--- src/gpio_pkg.sv ---
// gpio_pkg: register offsets, reset values and widths for the shared parallel io port
// assumes: word-indexed register port, 16-bit data, one port per instance
package gpio_pkg;
    localparam int DataWidth = 16;
    localparam int AddrWidth = 4;
    // register offsets
    localparam logic [3:0] DirectionOffset = 4'h0;
    localparam logic [3:0] PinLevelOffset = 4'h1;
    localparam logic [3:0] LatchOffset = 4'h2;
    localparam logic [3:0] OpenDrainOffset = 4'h3;
    localparam logic [3:0] AnalogCfgOffset = 4'h4;
    localparam logic [3:0] HoldCtrlOffset = 4'h5;
    localparam logic [3:0] ImplMaskOffset = 4'h6;
    // reset values
    localparam logic [15:0] DirectionReset = 16'hffff;
    localparam logic [15:0] LatchReset = 16'h0000;
    localparam logic [15:0] OpenDrainReset = 16'h0000;
    localparam logic [15:0] AnalogCfgReset = 16'h0000;
    localparam logic [15:0] UnmappedRead = 16'h0000;
    // hold control field
    localparam int ReleasePos = 0;
    localparam int SleepPos = 1;
    // state of the pin-hold sequencer
    typedef enum logic [2:0] {
        HOLD_FREE = 3'b001,
        HOLD_SLEEP = 3'b010,
        HOLD_WAKE = 3'b100
    } hold_state_type;
endpackage : gpio_pkg

--- src/pin_ctrl_if.sv ---
// pin_ctrl_if: per-pin control bundle between the port top and its pin mux
// assumes: one clock domain, width set by the instantiating module
`timescale 1ns/10ps
`default_nettype none
interface pin_ctrl_if #(parameter int Width = 16);
    logic [Width-1:0] latchBits;
    logic [Width-1:0] dirBits;
    logic [Width-1:0] odBits;
    logic [Width-1:0] implBits;
    logic [Width-1:0] padOut;
    logic [Width-1:0] padOe;
    logic [Width-1:0] portDrive;
    modport ctrl (output latchBits, output dirBits, output odBits, output implBits,
        input padOut, input padOe, input portDrive);
    modport mux (input latchBits, input dirBits, input odBits, input implBits,
        output padOut, output padOe, output portDrive);
endinterface : pin_ctrl_if
`default_nettype wire

--- src/pin_mux.sv ---
// pin_mux: per-pin ownership mux between port bit and peripheral
// assumes: peripheral signals are on the core clock; oe low means driving
`timescale 1ns/10ps
`default_nettype none
module pin_mux #(
    parameter int Width = 16
) (
    // controls from the port
    pin_ctrl_if.mux ctl,
    // peripheral side
    input wire logic [Width-1:0] periphEn,
    input wire logic [Width-1:0] periphDriving,
    input wire logic [Width-1:0] periphOut
);
    genvar b;
    generate
        for (b = 0; b < Width; b++) begin : g_pin
            logic owned;
            logic portOut;
            assign owned = periphEn[b] & periphDriving[b];
            // port drives when output dir and bit exists
            assign portOut = ~ctl.dirBits[b] & ctl.implBits[b];
            // open drain: release instead of driving high
            always_comb begin
                if (owned) begin
                    ctl.padOut[b] = periphOut[b];
                    ctl.padOe[b] = 1'b0;
                end else if (portOut) begin
                    ctl.padOut[b] = ctl.odBits[b] ? 1'b0 : ctl.latchBits[b];
                    ctl.padOe[b] = ctl.odBits[b] & ctl.latchBits[b];
                end else begin
                    ctl.padOut[b] = 1'b0;
                    ctl.padOe[b] = 1'b1;
                end
            end
            assign ctl.portDrive[b] = ~owned & portOut & ~(ctl.odBits[b] & ctl.latchBits[b]);
        end
    endgenerate
endmodule // pin_mux
`default_nettype wire

--- src/pin_sync.sv ---
// pin_sync: three-stage synchroniser with agreement filter for pad inputs
// assumes: asynchronous pad levels, single core clock
`timescale 1ns/10ps
`default_nettype none
module pin_sync #(
    parameter int Width = 16
) (
    // clock and reset
    input wire logic core_clk,
    input wire logic rst,
    // levels
    input wire logic [Width-1:0] asyncIn,
    output logic [Width-1:0] syncOut
);
    logic [Width-1:0] st1_q;
    logic [Width-1:0] st2_q;
    logic [Width-1:0] st3_q;
    logic [Width-1:0] out_q;

    always_ff @(posedge core_clk or posedge rst) begin
        if (rst) begin
            st1_q <= '0;
            st2_q <= '0;
            st3_q <= '0;
        end else begin
            st1_q <= asyncIn;
            st2_q <= st1_q;
            st3_q <= st2_q;
        end
    end

    // a change counts only once stages two and three agree
    genvar b;
    generate
        for (b = 0; b < Width; b++) begin : g_agree
            always_ff @(posedge core_clk or posedge rst) begin
                if (rst) begin
                    out_q[b] <= 1'b0;
                end else if (st2_q[b] == st3_q[b]) begin
                    out_q[b] <= st3_q[b];
                end
            end
        end
    endgenerate

    assign syncOut = out_q;
endmodule // pin_sync
`default_nettype wire

--- src/shared_parallel_io_port.sv ---
// shared_parallel_io_port: one parallel port of up to sixteen shared pins
// assumes: word register port with one-cycle read data, pads outside resolve oe
//
// Behaviour
// - active enabled peripheral owns pin data and enable; port driver off; pin readable
// - enabled but idle peripheral leaves pin to port latch and direction
// - sharing peripheral's input masked on pins the port mux currently drives; released open-drain pins pass their level
// - direction bit one means input, zero enables the output driver
// - every reset sets all direction bits, making pins inputs
// - latch register reads latch contents; writes update only latch
// - pin level register reads pins; writes land in the latch
// - unimplemented bits read zero in latch, direction and pin level
// - open-drain bit set drives low only, never high, on pins no active peripheral owns
// - analog-configured pins read zero in pin level register
// - pin level reads show a port write or direction change from six cycles after the write
// - pin states frozen in deep sleep and held after wake until release cleared
// - clearing release returns pins to direction and latch control
`timescale 1ns/10ps
`default_nettype none
module shared_parallel_io_port #(
    parameter int Width = gpio_pkg::DataWidth,
    parameter logic [15:0] ImplMask = 16'hffff
) (
    // clock and reset
    input wire logic core_clk,
    input wire logic rst,
    // register port
    input wire logic [3:0] regAddr,
    input wire logic [15:0] regWdata,
    input wire logic regWrite,
    input wire logic regRead,
    output logic [15:0] regRdata,
    // power management
    input wire logic deepSleep,
    // peripherals
    input wire logic [Width-1:0] periphEn,
    input wire logic [Width-1:0] periphDriving,
    input wire logic [Width-1:0] periphOut,
    output logic [Width-1:0] periphIn,
    // pads
    input wire logic [Width-1:0] padIn,
    output logic [Width-1:0] padOut,
    output logic [Width-1:0] padOe
);
    // ==========================================================
    // registers
    logic [Width-1:0] dir_q;
    logic [Width-1:0] lat_q;
    logic [Width-1:0] od_q;
    logic [Width-1:0] ana_q;
    logic release_q;
    logic [Width-1:0] impl;
    logic [Width-1:0] pinSync;
    logic [Width-1:0] pinLevel;
    logic [Width-1:0] muxOut;
    logic [Width-1:0] muxOe;
    logic [Width-1:0] padOut_q;
    logic [Width-1:0] padOe_q;
    logic [Width-1:0] periphIn_q;
    logic [15:0] rdata_q;
    logic [15:0] rdata_d;
    logic sleep_q;
    gpio_pkg::hold_state_type hold_q;
    logic frozen;
    logic wrDir;
    logic wrLat;

    assign impl = ImplMask[Width-1:0];
    assign wrDir = regWrite && regAddr == gpio_pkg::DirectionOffset;
    assign wrLat = regWrite && (regAddr == gpio_pkg::LatchOffset || regAddr == gpio_pkg::PinLevelOffset);

    pin_ctrl_if #(.Width(Width)) ctl ();
    assign ctl.latchBits = lat_q;
    assign ctl.dirBits = dir_q;
    assign ctl.odBits = od_q;
    assign ctl.implBits = impl;
    assign muxOut = ctl.padOut;
    assign muxOe = ctl.padOe;

    pin_mux #(.Width(Width)) u_mux (
        .ctl(ctl.mux),
        .periphEn(periphEn),
        .periphDriving(periphDriving),
        .periphOut(periphOut)
    );

    pin_sync #(.Width(Width)) u_sync (
        .core_clk(core_clk),
        .rst(rst),
        .asyncIn(padIn),
        .syncOut(pinSync)
    );

    // ==========================================================
    // control registers
    always_ff @(posedge core_clk or posedge rst) begin
        if (rst) begin
            dir_q <= gpio_pkg::DirectionReset[Width-1:0];
        end else if (wrDir) begin
            dir_q <= regWdata[Width-1:0] | ~impl;
        end
    end

    always_ff @(posedge core_clk or posedge rst) begin
        if (rst) begin
            lat_q <= gpio_pkg::LatchReset[Width-1:0];
        end else if (wrLat) begin
            lat_q <= regWdata[Width-1:0] & impl;
        end
    end

    always_ff @(posedge core_clk or posedge rst) begin
        if (rst) begin
            od_q <= gpio_pkg::OpenDrainReset[Width-1:0];
        end else if (regWrite && regAddr == gpio_pkg::OpenDrainOffset) begin
            od_q <= regWdata[Width-1:0] & impl;
        end
    end

    always_ff @(posedge core_clk or posedge rst) begin
        if (rst) begin
            ana_q <= gpio_pkg::AnalogCfgReset[Width-1:0];
        end else if (regWrite && regAddr == gpio_pkg::AnalogCfgOffset) begin
            ana_q <= regWdata[Width-1:0] & impl;
        end
    end

    // ==========================================================
    // deep sleep hold sequencer
    // release sets on sleep entry; software may only clear it, and
    // entry wins over a clear in the same cycle
    always_ff @(posedge core_clk or posedge rst) begin
        if (rst) begin
            sleep_q <= 1'b0;
        end else begin
            sleep_q <= deepSleep;
        end
    end

    always_ff @(posedge core_clk or posedge rst) begin
        if (rst) begin
            release_q <= 1'b0;
        end else if (deepSleep) begin
            release_q <= 1'b1;
        end else if (regWrite && regAddr == gpio_pkg::HoldCtrlOffset && !regWdata[gpio_pkg::ReleasePos]) begin
            release_q <= 1'b0;
        end
    end

    always_ff @(posedge core_clk or posedge rst) begin
        if (rst) begin
            hold_q <= gpio_pkg::HOLD_FREE;
        end else begin
            case (hold_q)
                gpio_pkg::HOLD_FREE: begin
                    if (deepSleep) begin
                        hold_q <= gpio_pkg::HOLD_SLEEP;
                    end
                end
                gpio_pkg::HOLD_SLEEP: begin
                    if (!deepSleep) begin
                        hold_q <= gpio_pkg::HOLD_WAKE;
                    end
                end
                gpio_pkg::HOLD_WAKE: begin
                    if (deepSleep) begin
                        hold_q <= gpio_pkg::HOLD_SLEEP;
                    end else if (!release_q) begin
                        hold_q <= gpio_pkg::HOLD_FREE;
                    end
                end
                default: begin
                    hold_q <= gpio_pkg::HOLD_FREE;
                end
            endcase
        end
    end

    assign frozen = deepSleep || hold_q != gpio_pkg::HOLD_FREE;

    // ==========================================================
    // pad outputs, frozen while held
    always_ff @(posedge core_clk or posedge rst) begin
        if (rst) begin
            padOut_q <= '0;
            padOe_q <= '1;
        end else if (!frozen) begin
            padOut_q <= muxOut;
            padOe_q <= muxOe;
        end
    end

    // peripheral input: the port's own driven value is masked off
    always_ff @(posedge core_clk or posedge rst) begin
        if (rst) begin
            periphIn_q <= '0;
        end else begin
            periphIn_q <= pinSync & ~ctl.portDrive;
        end
    end

    // ==========================================================
    // register reads
    // pin level passes the synchroniser, so a read right after a write
    // sees the old pin; software waits as the timing note says
    assign pinLevel = pinSync & ~ana_q & impl;

    always_comb begin
        rdata_d = gpio_pkg::UnmappedRead;
        case (regAddr)
            gpio_pkg::DirectionOffset: rdata_d[Width-1:0] = dir_q & impl;
            gpio_pkg::PinLevelOffset: rdata_d[Width-1:0] = pinLevel;
            gpio_pkg::LatchOffset: rdata_d[Width-1:0] = lat_q;
            gpio_pkg::OpenDrainOffset: rdata_d[Width-1:0] = od_q;
            gpio_pkg::AnalogCfgOffset: rdata_d[Width-1:0] = ana_q;
            gpio_pkg::HoldCtrlOffset: begin
                rdata_d[gpio_pkg::ReleasePos] = release_q;
                rdata_d[gpio_pkg::SleepPos] = sleep_q;
            end
            gpio_pkg::ImplMaskOffset: rdata_d[Width-1:0] = impl;
            default: rdata_d = gpio_pkg::UnmappedRead;
        endcase
    end

    always_ff @(posedge core_clk or posedge rst) begin
        if (rst) begin
            rdata_q <= '0;
        end else if (regRead) begin
            rdata_q <= rdata_d;
        end else begin
            rdata_q <= '0;
        end
    end

    assign regRdata = rdata_q;
    assign padOut = padOut_q;
    assign padOe = padOe_q;
    assign periphIn = periphIn_q;

    // ==========================================================
    // checks
    property p_reset_inputs;
        @(posedge core_clk) $fell(rst) |-> dir_q == (gpio_pkg::DirectionReset[Width-1:0]);
    endproperty
    a_reset_inputs: assert property (p_reset_inputs) else $error("direction not all input after reset");

    property p_pin_write_latch;
        @(posedge core_clk) disable iff (rst)
            regWrite && regAddr == gpio_pkg::PinLevelOffset |=> lat_q == ($past(regWdata[Width-1:0]) & impl);
    endproperty
    a_pin_write_latch: assert property (p_pin_write_latch) else $error("pin level write missed latch");

    property p_latch_read;
        @(posedge core_clk) disable iff (rst)
            regRead && regAddr == gpio_pkg::LatchOffset && !wrLat |=> regRdata[Width-1:0] == lat_q;
    endproperty
    a_latch_read: assert property (p_latch_read) else $error("latch read wrong");

    property p_analog_zero;
        @(posedge core_clk) disable iff (rst)
            regRead && regAddr == gpio_pkg::PinLevelOffset |=> (regRdata[Width-1:0] & $past(ana_q)) == '0;
    endproperty
    a_analog_zero: assert property (p_analog_zero) else $error("analog pin read nonzero");

    property p_unimpl_zero;
        @(posedge core_clk) disable iff (rst)
            regRead |=> (regRdata[Width-1:0] & ~impl) == '0 || $past(regAddr) == gpio_pkg::ImplMaskOffset;
    endproperty
    a_unimpl_zero: assert property (p_unimpl_zero) else $error("unimplemented bit read nonzero");

    property p_od_no_high;
        @(posedge core_clk) disable iff (rst)
            1'b1 |-> ((padOut & ~padOe & $past(od_q) & ~$past(periphEn & periphDriving)) == '0) || frozen || $past(frozen);
    endproperty
    a_od_no_high: assert property (p_od_no_high) else $error("open drain pin driven high");

    property p_frozen_hold;
        @(posedge core_clk) disable iff (rst)
            frozen && $past(frozen) |-> $stable(padOut) && $stable(padOe);
    endproperty
    a_frozen_hold: assert property (p_frozen_hold) else $error("pins moved while held");

    property p_release_unfreeze;
        @(posedge core_clk) disable iff (rst)
            hold_q == gpio_pkg::HOLD_WAKE && !release_q && !deepSleep |=> ##1 padOe == $past(muxOe);
    endproperty
    a_release_unfreeze: assert property (p_release_unfreeze) else $error("pins not released");

    property p_input_no_drive;
        @(posedge core_clk) disable iff (rst)
            !frozen && $past(!frozen) && $past(dir_q == '1) && $past(periphEn == '0) |-> padOe == '1;
    endproperty
    a_input_no_drive: assert property (p_input_no_drive) else $error("input pin driven");

    // pads lag the mux by one edge, so owners are taken from the cycle before
    property p_owned_pin;
        @(posedge core_clk) disable iff (rst)
            !$past(frozen) |->
                (((padOut ^ $past(periphOut)) | padOe) & $past(periphEn & periphDriving)) == '0;
    endproperty
    a_owned_pin: assert property (p_owned_pin) else $error("owned pin not given to peripheral");

    property p_idle_periph_port;
        @(posedge core_clk) disable iff (rst)
            !$past(frozen) |->
                (((padOut ^ $past(lat_q)) | padOe)
                    & $past(periphEn & ~periphDriving & ~dir_q & ~od_q & impl)) == '0;
    endproperty
    a_idle_periph_port: assert property (p_idle_periph_port) else $error("idle peripheral kept the pin");

    property p_no_loop_through;
        @(posedge core_clk) disable iff (rst)
            (periphIn & $past(ctl.portDrive)) == '0;
    endproperty
    a_no_loop_through: assert property (p_no_loop_through) else $error("port drive seen by peripheral");

    property p_dir_write;
        @(posedge core_clk) disable iff (rst)
            regWrite && regAddr == gpio_pkg::DirectionOffset |=> dir_q == ($past(regWdata[Width-1:0]) | ~impl);
    endproperty
    a_dir_write: assert property (p_dir_write) else $error("direction write lost");

    property p_latch_write_only;
        @(posedge core_clk) disable iff (rst)
            regWrite && regAddr == gpio_pkg::LatchOffset |=>
                lat_q == ($past(regWdata[Width-1:0]) & impl) && $stable(dir_q) && $stable(od_q);
    endproperty
    a_latch_write_only: assert property (p_latch_write_only) else $error("latch write touched other state");

    property p_pin_read;
        @(posedge core_clk) disable iff (rst)
            regRead && regAddr == gpio_pkg::PinLevelOffset |=> regRdata[Width-1:0] == $past(pinLevel);
    endproperty
    a_pin_read: assert property (p_pin_read) else $error("pin level read wrong");

    property p_release_set;
        @(posedge core_clk) disable iff (rst)
            deepSleep |=> release_q;
    endproperty
    a_release_set: assert property (p_release_set) else $error("release not set in deep sleep");

    // a clear in the entry cycle loses, so entry is excluded here
    property p_release_clear;
        @(posedge core_clk) disable iff (rst)
            regWrite && regAddr == gpio_pkg::HoldCtrlOffset && !regWdata[gpio_pkg::ReleasePos] && !deepSleep
                |=> !release_q;
    endproperty
    a_release_clear: assert property (p_release_clear) else $error("release not cleared");
endmodule // shared_parallel_io_port
`default_nettype wire

--- config.mk ---
export PLATFORM = sky130hd
export DESIGN_NAME = shared_parallel_io_port
export DESIGN_NICKNAME = d
export VERILOG_FILES = /design/src/gpio_pkg.sv /design/src/pin_ctrl_if.sv /design/src/pin_mux.sv /design/src/pin_sync.sv /design/src/shared_parallel_io_port.sv
export SDC_FILE = /design/constraint.sdc
export NUM_CORES = 1
export LEC_CHECK = 0
export ABC_AREA = 0
export ABC_CLOCK_PERIOD_IN_PS = 16900
export BUFFER_PORTS_ARGS = -buffer_cell sky130_fd_sc_hd__buf_2
export CORE_MARGIN = 2
export CORE_UTILIZATION = 50
export DETAILED_ROUTE_END_ITERATION = 10
export HOLD_SLACK_MARGIN = 0.02
export PLACE_DENSITY_LB_ADDON = 0.2
export SLEW_MARGIN = 5
export SYNTH_ARGS = -nofsm -noshare
export SYNTH_HDL_FRONTEND = slang
export SYNTH_SLANG_ARGS = --single-unit
--- constraint.sdc ---
create_clock -name core_clk -period 16.9 [get_ports core_clk]
set_clock_uncertainty 0.1 [all_clocks]
set_input_delay 3.38 -clock core_clk [delete_from_list [all_inputs] [get_ports core_clk]]
set_output_delay 3.38 -clock core_clk [all_outputs]
set_load 0.02 [all_outputs]
Word-level counts from Yosys, hierarchy flattened
Index checks and enable logic that the tools add are counted.
Widths: inputs -> output; s select.
{ "op_classes": {"add_sub_neg": 0, "multipliers": 0, "div": 0, "order_cmp": 0, "eq_ne": 29, "shifts": 0, "muxes": 90, "n_bitwise": 116, "n_reduce_logical": 12} }
{ "op_table": {"columns": ["cell", "count"], "rows": [
  ["$pmux 14 s6", 1],
  ["$mux 1", 82],
  ["$and 1x1->1", 64],
  ["$not 1->1", 48],
  ["$and 16x16->16", 2],
  ["$not 16->16", 2],
  ["$eq 1x1->1", 16],
  ["$mux 16", 1],
  ["$pmux 2 s7", 1],
  ["$eq 4x3->1 const B", 3],
  ["$mux 3", 4],
  ["$pmux 3 s3", 1],
  ["$eq 4x2->1 const B", 2],
  ["$logic_and 1x1->1", 6],
  ["$eq 4x1->1 const B", 1],
  ["$logic_not 4->1", 1],
  ["$ne 2x2->1 const B", 2],
  ["$eq 3x1->1 const B", 1],
  ["$eq 3x2->1 const B", 1],
  ["$eq 3x3->1 const B", 1],
  ["$ne 3x1->1 const B", 1],
  ["$ne 3x3->1 const B", 1],
  ["$reduce_and 3->1", 1],
  ["$logic_or 1x1->1", 2],
  ["other kinds (2)", 2]
]} }
{ "totals": {"register_bits": 197, "latch_bits": 0, "mem_bits_rw": 0, "mem_bits_ro": 0, "inputBits": 89, "out_inout_bits": 64, "word_cells": 277, "n_memories": 0} }

Depth between registers and ports, before layout
{ "depth": {"word_depth": 6, "mapped_depth": 6, "depth_no_buf": 4} }

By module
From an unflattened synthesis, not the netlist that was laid out.
{ "hier_totals": {"cells_unflattened": 630, "area_unflattened_um2": 8476.9} }
{ "modules_own_cells": {"columns": ["mod", "instances", "cells_each", "area_each_um2", "seq_area_each_um2"], "rows": [
  ["shared_parallel_io_port", 1, 405, 5710.5, 3369.5],
  ["pin_sync", 1, 81, 1785.5, 1601.5],
  ["pin_mux", 1, 144, 980.9, 0.0]
]} }

Worst setup path after synthesis
Ideal clock, no wire load.
{ "synth_path": {"kind": "input -> register", "start": "input regAddr[2]", "end": "register od_q[0] (netlist: ctl.odBits[0])", "setup_time_ps": 125, "arrival_time_ps": 4567, "t_required_ps": 16675, "slack_ps": 12108, "stages": 6, "path_buffers": 3, "path_cell_list": "buf_2 nor2_2 and4_1 buf_2 buf_4 mux2_2"} }
{ "synth_via": {"elab_chain_len": 2} }
{ "synth_rtl": {"columns": ["element", "line_no", "rtl"], "rows": [
  ["start, declared", "shared_parallel_io_port.sv:28", "input wire logic [3:0] regAddr,"],
  ["$eq 4x2->1", "shared_parallel_io_port.sv:115", "end else if (regWrite && regAddr == gpio_pkg::OpenDrainOffset) begin"],
  ["$logic_and 1x1->1", "shared_parallel_io_port.sv:115", null],
  ["end signal, assigned", "shared_parallel_io_port.sv:114", "od_q <= gpio_pkg::OpenDrainReset[Width-1:0];"],
  ["end signal, assigned", "shared_parallel_io_port.sv:116", "od_q <= regWdata[Width-1:0] & impl;"],
  ["end, declared", "shared_parallel_io_port.sv:49", "logic [Width-1:0] od_q;"]
]} }
No other way between the ends.
A chain may end at the register's enable or synchronous reset.

Worst setup path after layout
{ "layout_path": {"start": "input regAddr[2]", "end": "register od_q[7] (netlist: ctl.odBits[7])"} }
Same word-level chain as after synthesis.

==> flow_summary.json <==
{
  "p_sw_share_pct": 29.8,
  "start_kind": "input pin",
  "reg2reg_to": "padOe[7]",
  "yosysTopAreaCell": "dfrtp_1",
  "powerDensity_nw_per_um2": 144,
  "grtUsageTotal_pct": 21.6,
  "utilization_pct": 61.6,
  "internal_power_mw": 0.952,
  "grt_pass1_vias": 5471,
  "n_antenna_cell": 0,
  "worstPathMaxFanout": 27,
  "setup_viol": 0,
  "critPathRequiredTime_ns": 17.10,
  "reg2reg_from": "hold_q[2]",
  "clockPowerShare_pct": 30.4,
  "postLayoutCellArea_um2": 9430,
  "fp-row-count": 45,
  "antenna_found_initial": 0,
  "via_per_inst": 5.41,
  "arrival_ns": 5.26,
  "core_um2": 15300,
  "seq_area_frac_synth_pct": 62.9,
  "drt_wl_total_um": 17600,
  "hold_start": "u_sync.st1_q[9]",
  "clockRootBuffer": "clkbuf_16",
  "clock_sinks": 197,
  "cts_resized": 0,
  "grt_overflow": 0,
  "numPortBuffers": 152,
  "synth.distinct_cells": 44,
  "wl_per_cell_um": 17.8,
  "relSlewSlack_pct": 26.0,
  "initial_core_util_pct": 51.6,
  "reg2reg_slack_ns": 14.80,
  "hold_depth": 0,
  "dpl.hpwl_um": 11700,
  "synth.area.top_cells": "dfrtp_1 (52%), dfstp_2 (11%), mux2_2 (7.7%)",
  "clk_pin_slew_ns": 0.07,
  "synth-edff-count": 0,
  "ant_nets": 0,
  "fp.dieH_um": 130,
  "final_max_slew_viol_count": 0,
  "finalHoldViolations": 0,
  "fmax_ghz": 0.198,
  "synth_top_area_share_pct": 52.0,
  "placed_area_um2": 8820,
  "comb_power_share_pct": 21.2,
  "startpoint": "regAddr[2]",
  "synth-async-reset-ratio_pct": 100,
  "ys_top_cells_by_count": "dfrtp_1 (164), nand2_1 (85), mux2_2 (54), a21oi_1 (47), dfstp_2 (33)",
  "drc": 0,
  "synth_most_common_cell": "dfrtp_1",
  "reg2reg_depth": 4,
  "cts_made_buffers": 17,
  "insertion_delay_ns": 0.43,
  "nFillCells": 1226,
  "chipWidth_um": 130,
  "criticalPathCategory": "input pin to flip-flop",
  "pin_count": 153,
  "ir_drop_mv": 0.0972,
  "finalSetupTns_ns": 0,
  "hold_buffers": 0,
  "hold_path.class": "flip-flop to flip-flop",
  "drive_gt1_share_pct": 36.9,
  "post_cts_buffers": 0,
  "htreeDepth": 4,
  "synthCells": 616,
  "p_leak_nw": 4.33,
  "whs_ns": 0.247,
  "rsz0062_at_grt": "no",
  "synth_flop_cell": "dfrtp_1",
  "synth_fp_nets": 705,
  "power.share.sequential_pct": 48.5,
  "power.switching_mw": 0.405,
  "area_growth_pct": 19.4,
  "grt_pass1_wl_um": 27700,
  "dr.pass1.iters": 4,
  "cts_tree": "yes",
  "status": "finished clean",
  "timing.final.crit_period_ns": 5.06,
  "num-nets-final": 853,
  "ys_ff_latch": 197,
  "drt_iter0_markers": 270,
  "vias": 5344,
  "dieArea_um2": 16800,
  "max_slew.worst_pin.slew_ns": 1.11,
  "gp_congestion": 0.834,
  "syn_avg_cell_area_um2": 12.8,
  "drv_cap": 0,
  "min_period_over_period_pct": 29.9,
  "synth_area_um2": 7900,
  "synth-warning-count": 0,
  "cts_buffer_depth": 2,
  "worstSetupEndpointType": "flip-flop",
  "hold_path_end": "u_sync.st2_q[9]",
  "grt_max_degree": 139
}
==> worst max path at each step <==
stage	endpoint	slack, ns	cells past startpoint
floorplan	ana_q[0]	8.11	1
CTS	ctl.odBits[7]	11.86	4
finish	ctl.odBits[7]	11.84	4
global placement	ana_q[8]	11.49	3
detailed placement	ctl.odBits[7]	11.42	4
global route	ctl.odBits[7]	11.78	4
==> power groups by stage <==
stage / Combinational, mW / Clock (mW) / Sequential [mW]
after floorplan: 0.144 / 0 / 0.703
after global placement: 0.278 / 0 / 0.658
after detailed placement: 0.290 / 0 / 0.665
after CTS: 0.292 / 0.422 / 0.657
after global routing: 0.317 / 0.441 / 0.670
final: 0.287 / 0.412 / 0.657
==> area by class of cell <==
class / instances / area [um^2] / area share (%)
Multi-Input combinational cell: 391 / 2790 / 29.6
Clock inverter: 9 / 129 / 1.37
Timing Repair Buffer: 154 / 776 / 8.23
Inverter: 3 / 18.8 / 0.199
Clock buffer: 23 / 478 / 5.07
Sequential cell: 197 / 4970 / 52.7
Tap cell: 211 / 264 / 2.80
==> metrics by stage <==
stage | setup WS [ns] | total power, mW | cells
after CTS | 11.86 | 1.37 | 988
after floorplan | 8.11 | 0.847 | 616
after global routing | 11.78 | 1.43 | 988
final | 11.84 | 1.36 | 988
after detailed placement | 11.42 | 0.955 | 956
after global placement | 11.49 | 0.936 | 956
==> cell usage in the layout, fill, tap and decap left out, drive strengths merged, types with 2 or more instances in the layout <==
| master | n |
|---|---|
| clkinv | 4 |
| nor3 | 2 |
| a31oi | 3 |
| dfrtp | 164 |
| a21boi | 16 |
| nand3 | 4 |
| a221o | 14 |
| buf | 154 |
| nand3b | 3 |
| inv | 3 |
| and2 | 16 |
| o31ai | 16 |
| maj3 | 16 |
| mux2i | 14 |
| a21oi | 47 |
| nand2 | 85 |
| a21o | 3 |
| nor4b | 17 |
| clkinvlp | 2 |
| clkbuf | 23 |
| nor2b | 18 |
| bufinv | 3 |
| dfstp | 33 |
| o21ai | 34 |
| mux2 | 65 |
| a22o | 2 |
| nor2 | 5 |
==> flip-flops by register name, indices dropped and copies added (netlist names) <==
name	cells
periphIn	16
ctl.latchBits	16
sleep_q	1
u_sync.syncOut	16
ctl.dirBits	16
padOut	16
u_sync.st1_q	16
release_q	1
padOe	16
u_sync.st2_q	16
u_sync.st3_q	16
regRdata	16
ctl.odBits	16
hold_q	3
ana_q	16
==> per-layer routing <==
layer  global-route usage [%]  part of all wire [%]  vias to the layer above  wire length [um]
li1                         -                     -                     2494                 -
met1                     28.0                    44                     2683              7790
met2                     35.0                    49                      153              8650
met3                     5.78                   5.1                       14               903
met4                     8.29                   1.2                        0               202
met5                        0                     0                        -                 0
==> cell families after synthesis <==
family / share of synthesized area [%]
buf+inv: 1.74
xor+xnor: 0.222
mux: 11.5
flops: 62.9
compound gates: 10.9
fa+ha+maj: 2.03
simple gates: 10.6
==> worst max-delay path, cell delays in order <==
cell	delay, ns
buf_2	0.34
nor2_2	0.31
and4_1	0.80
mux2_2	0.42
Power figures use the tool's default switching activity.
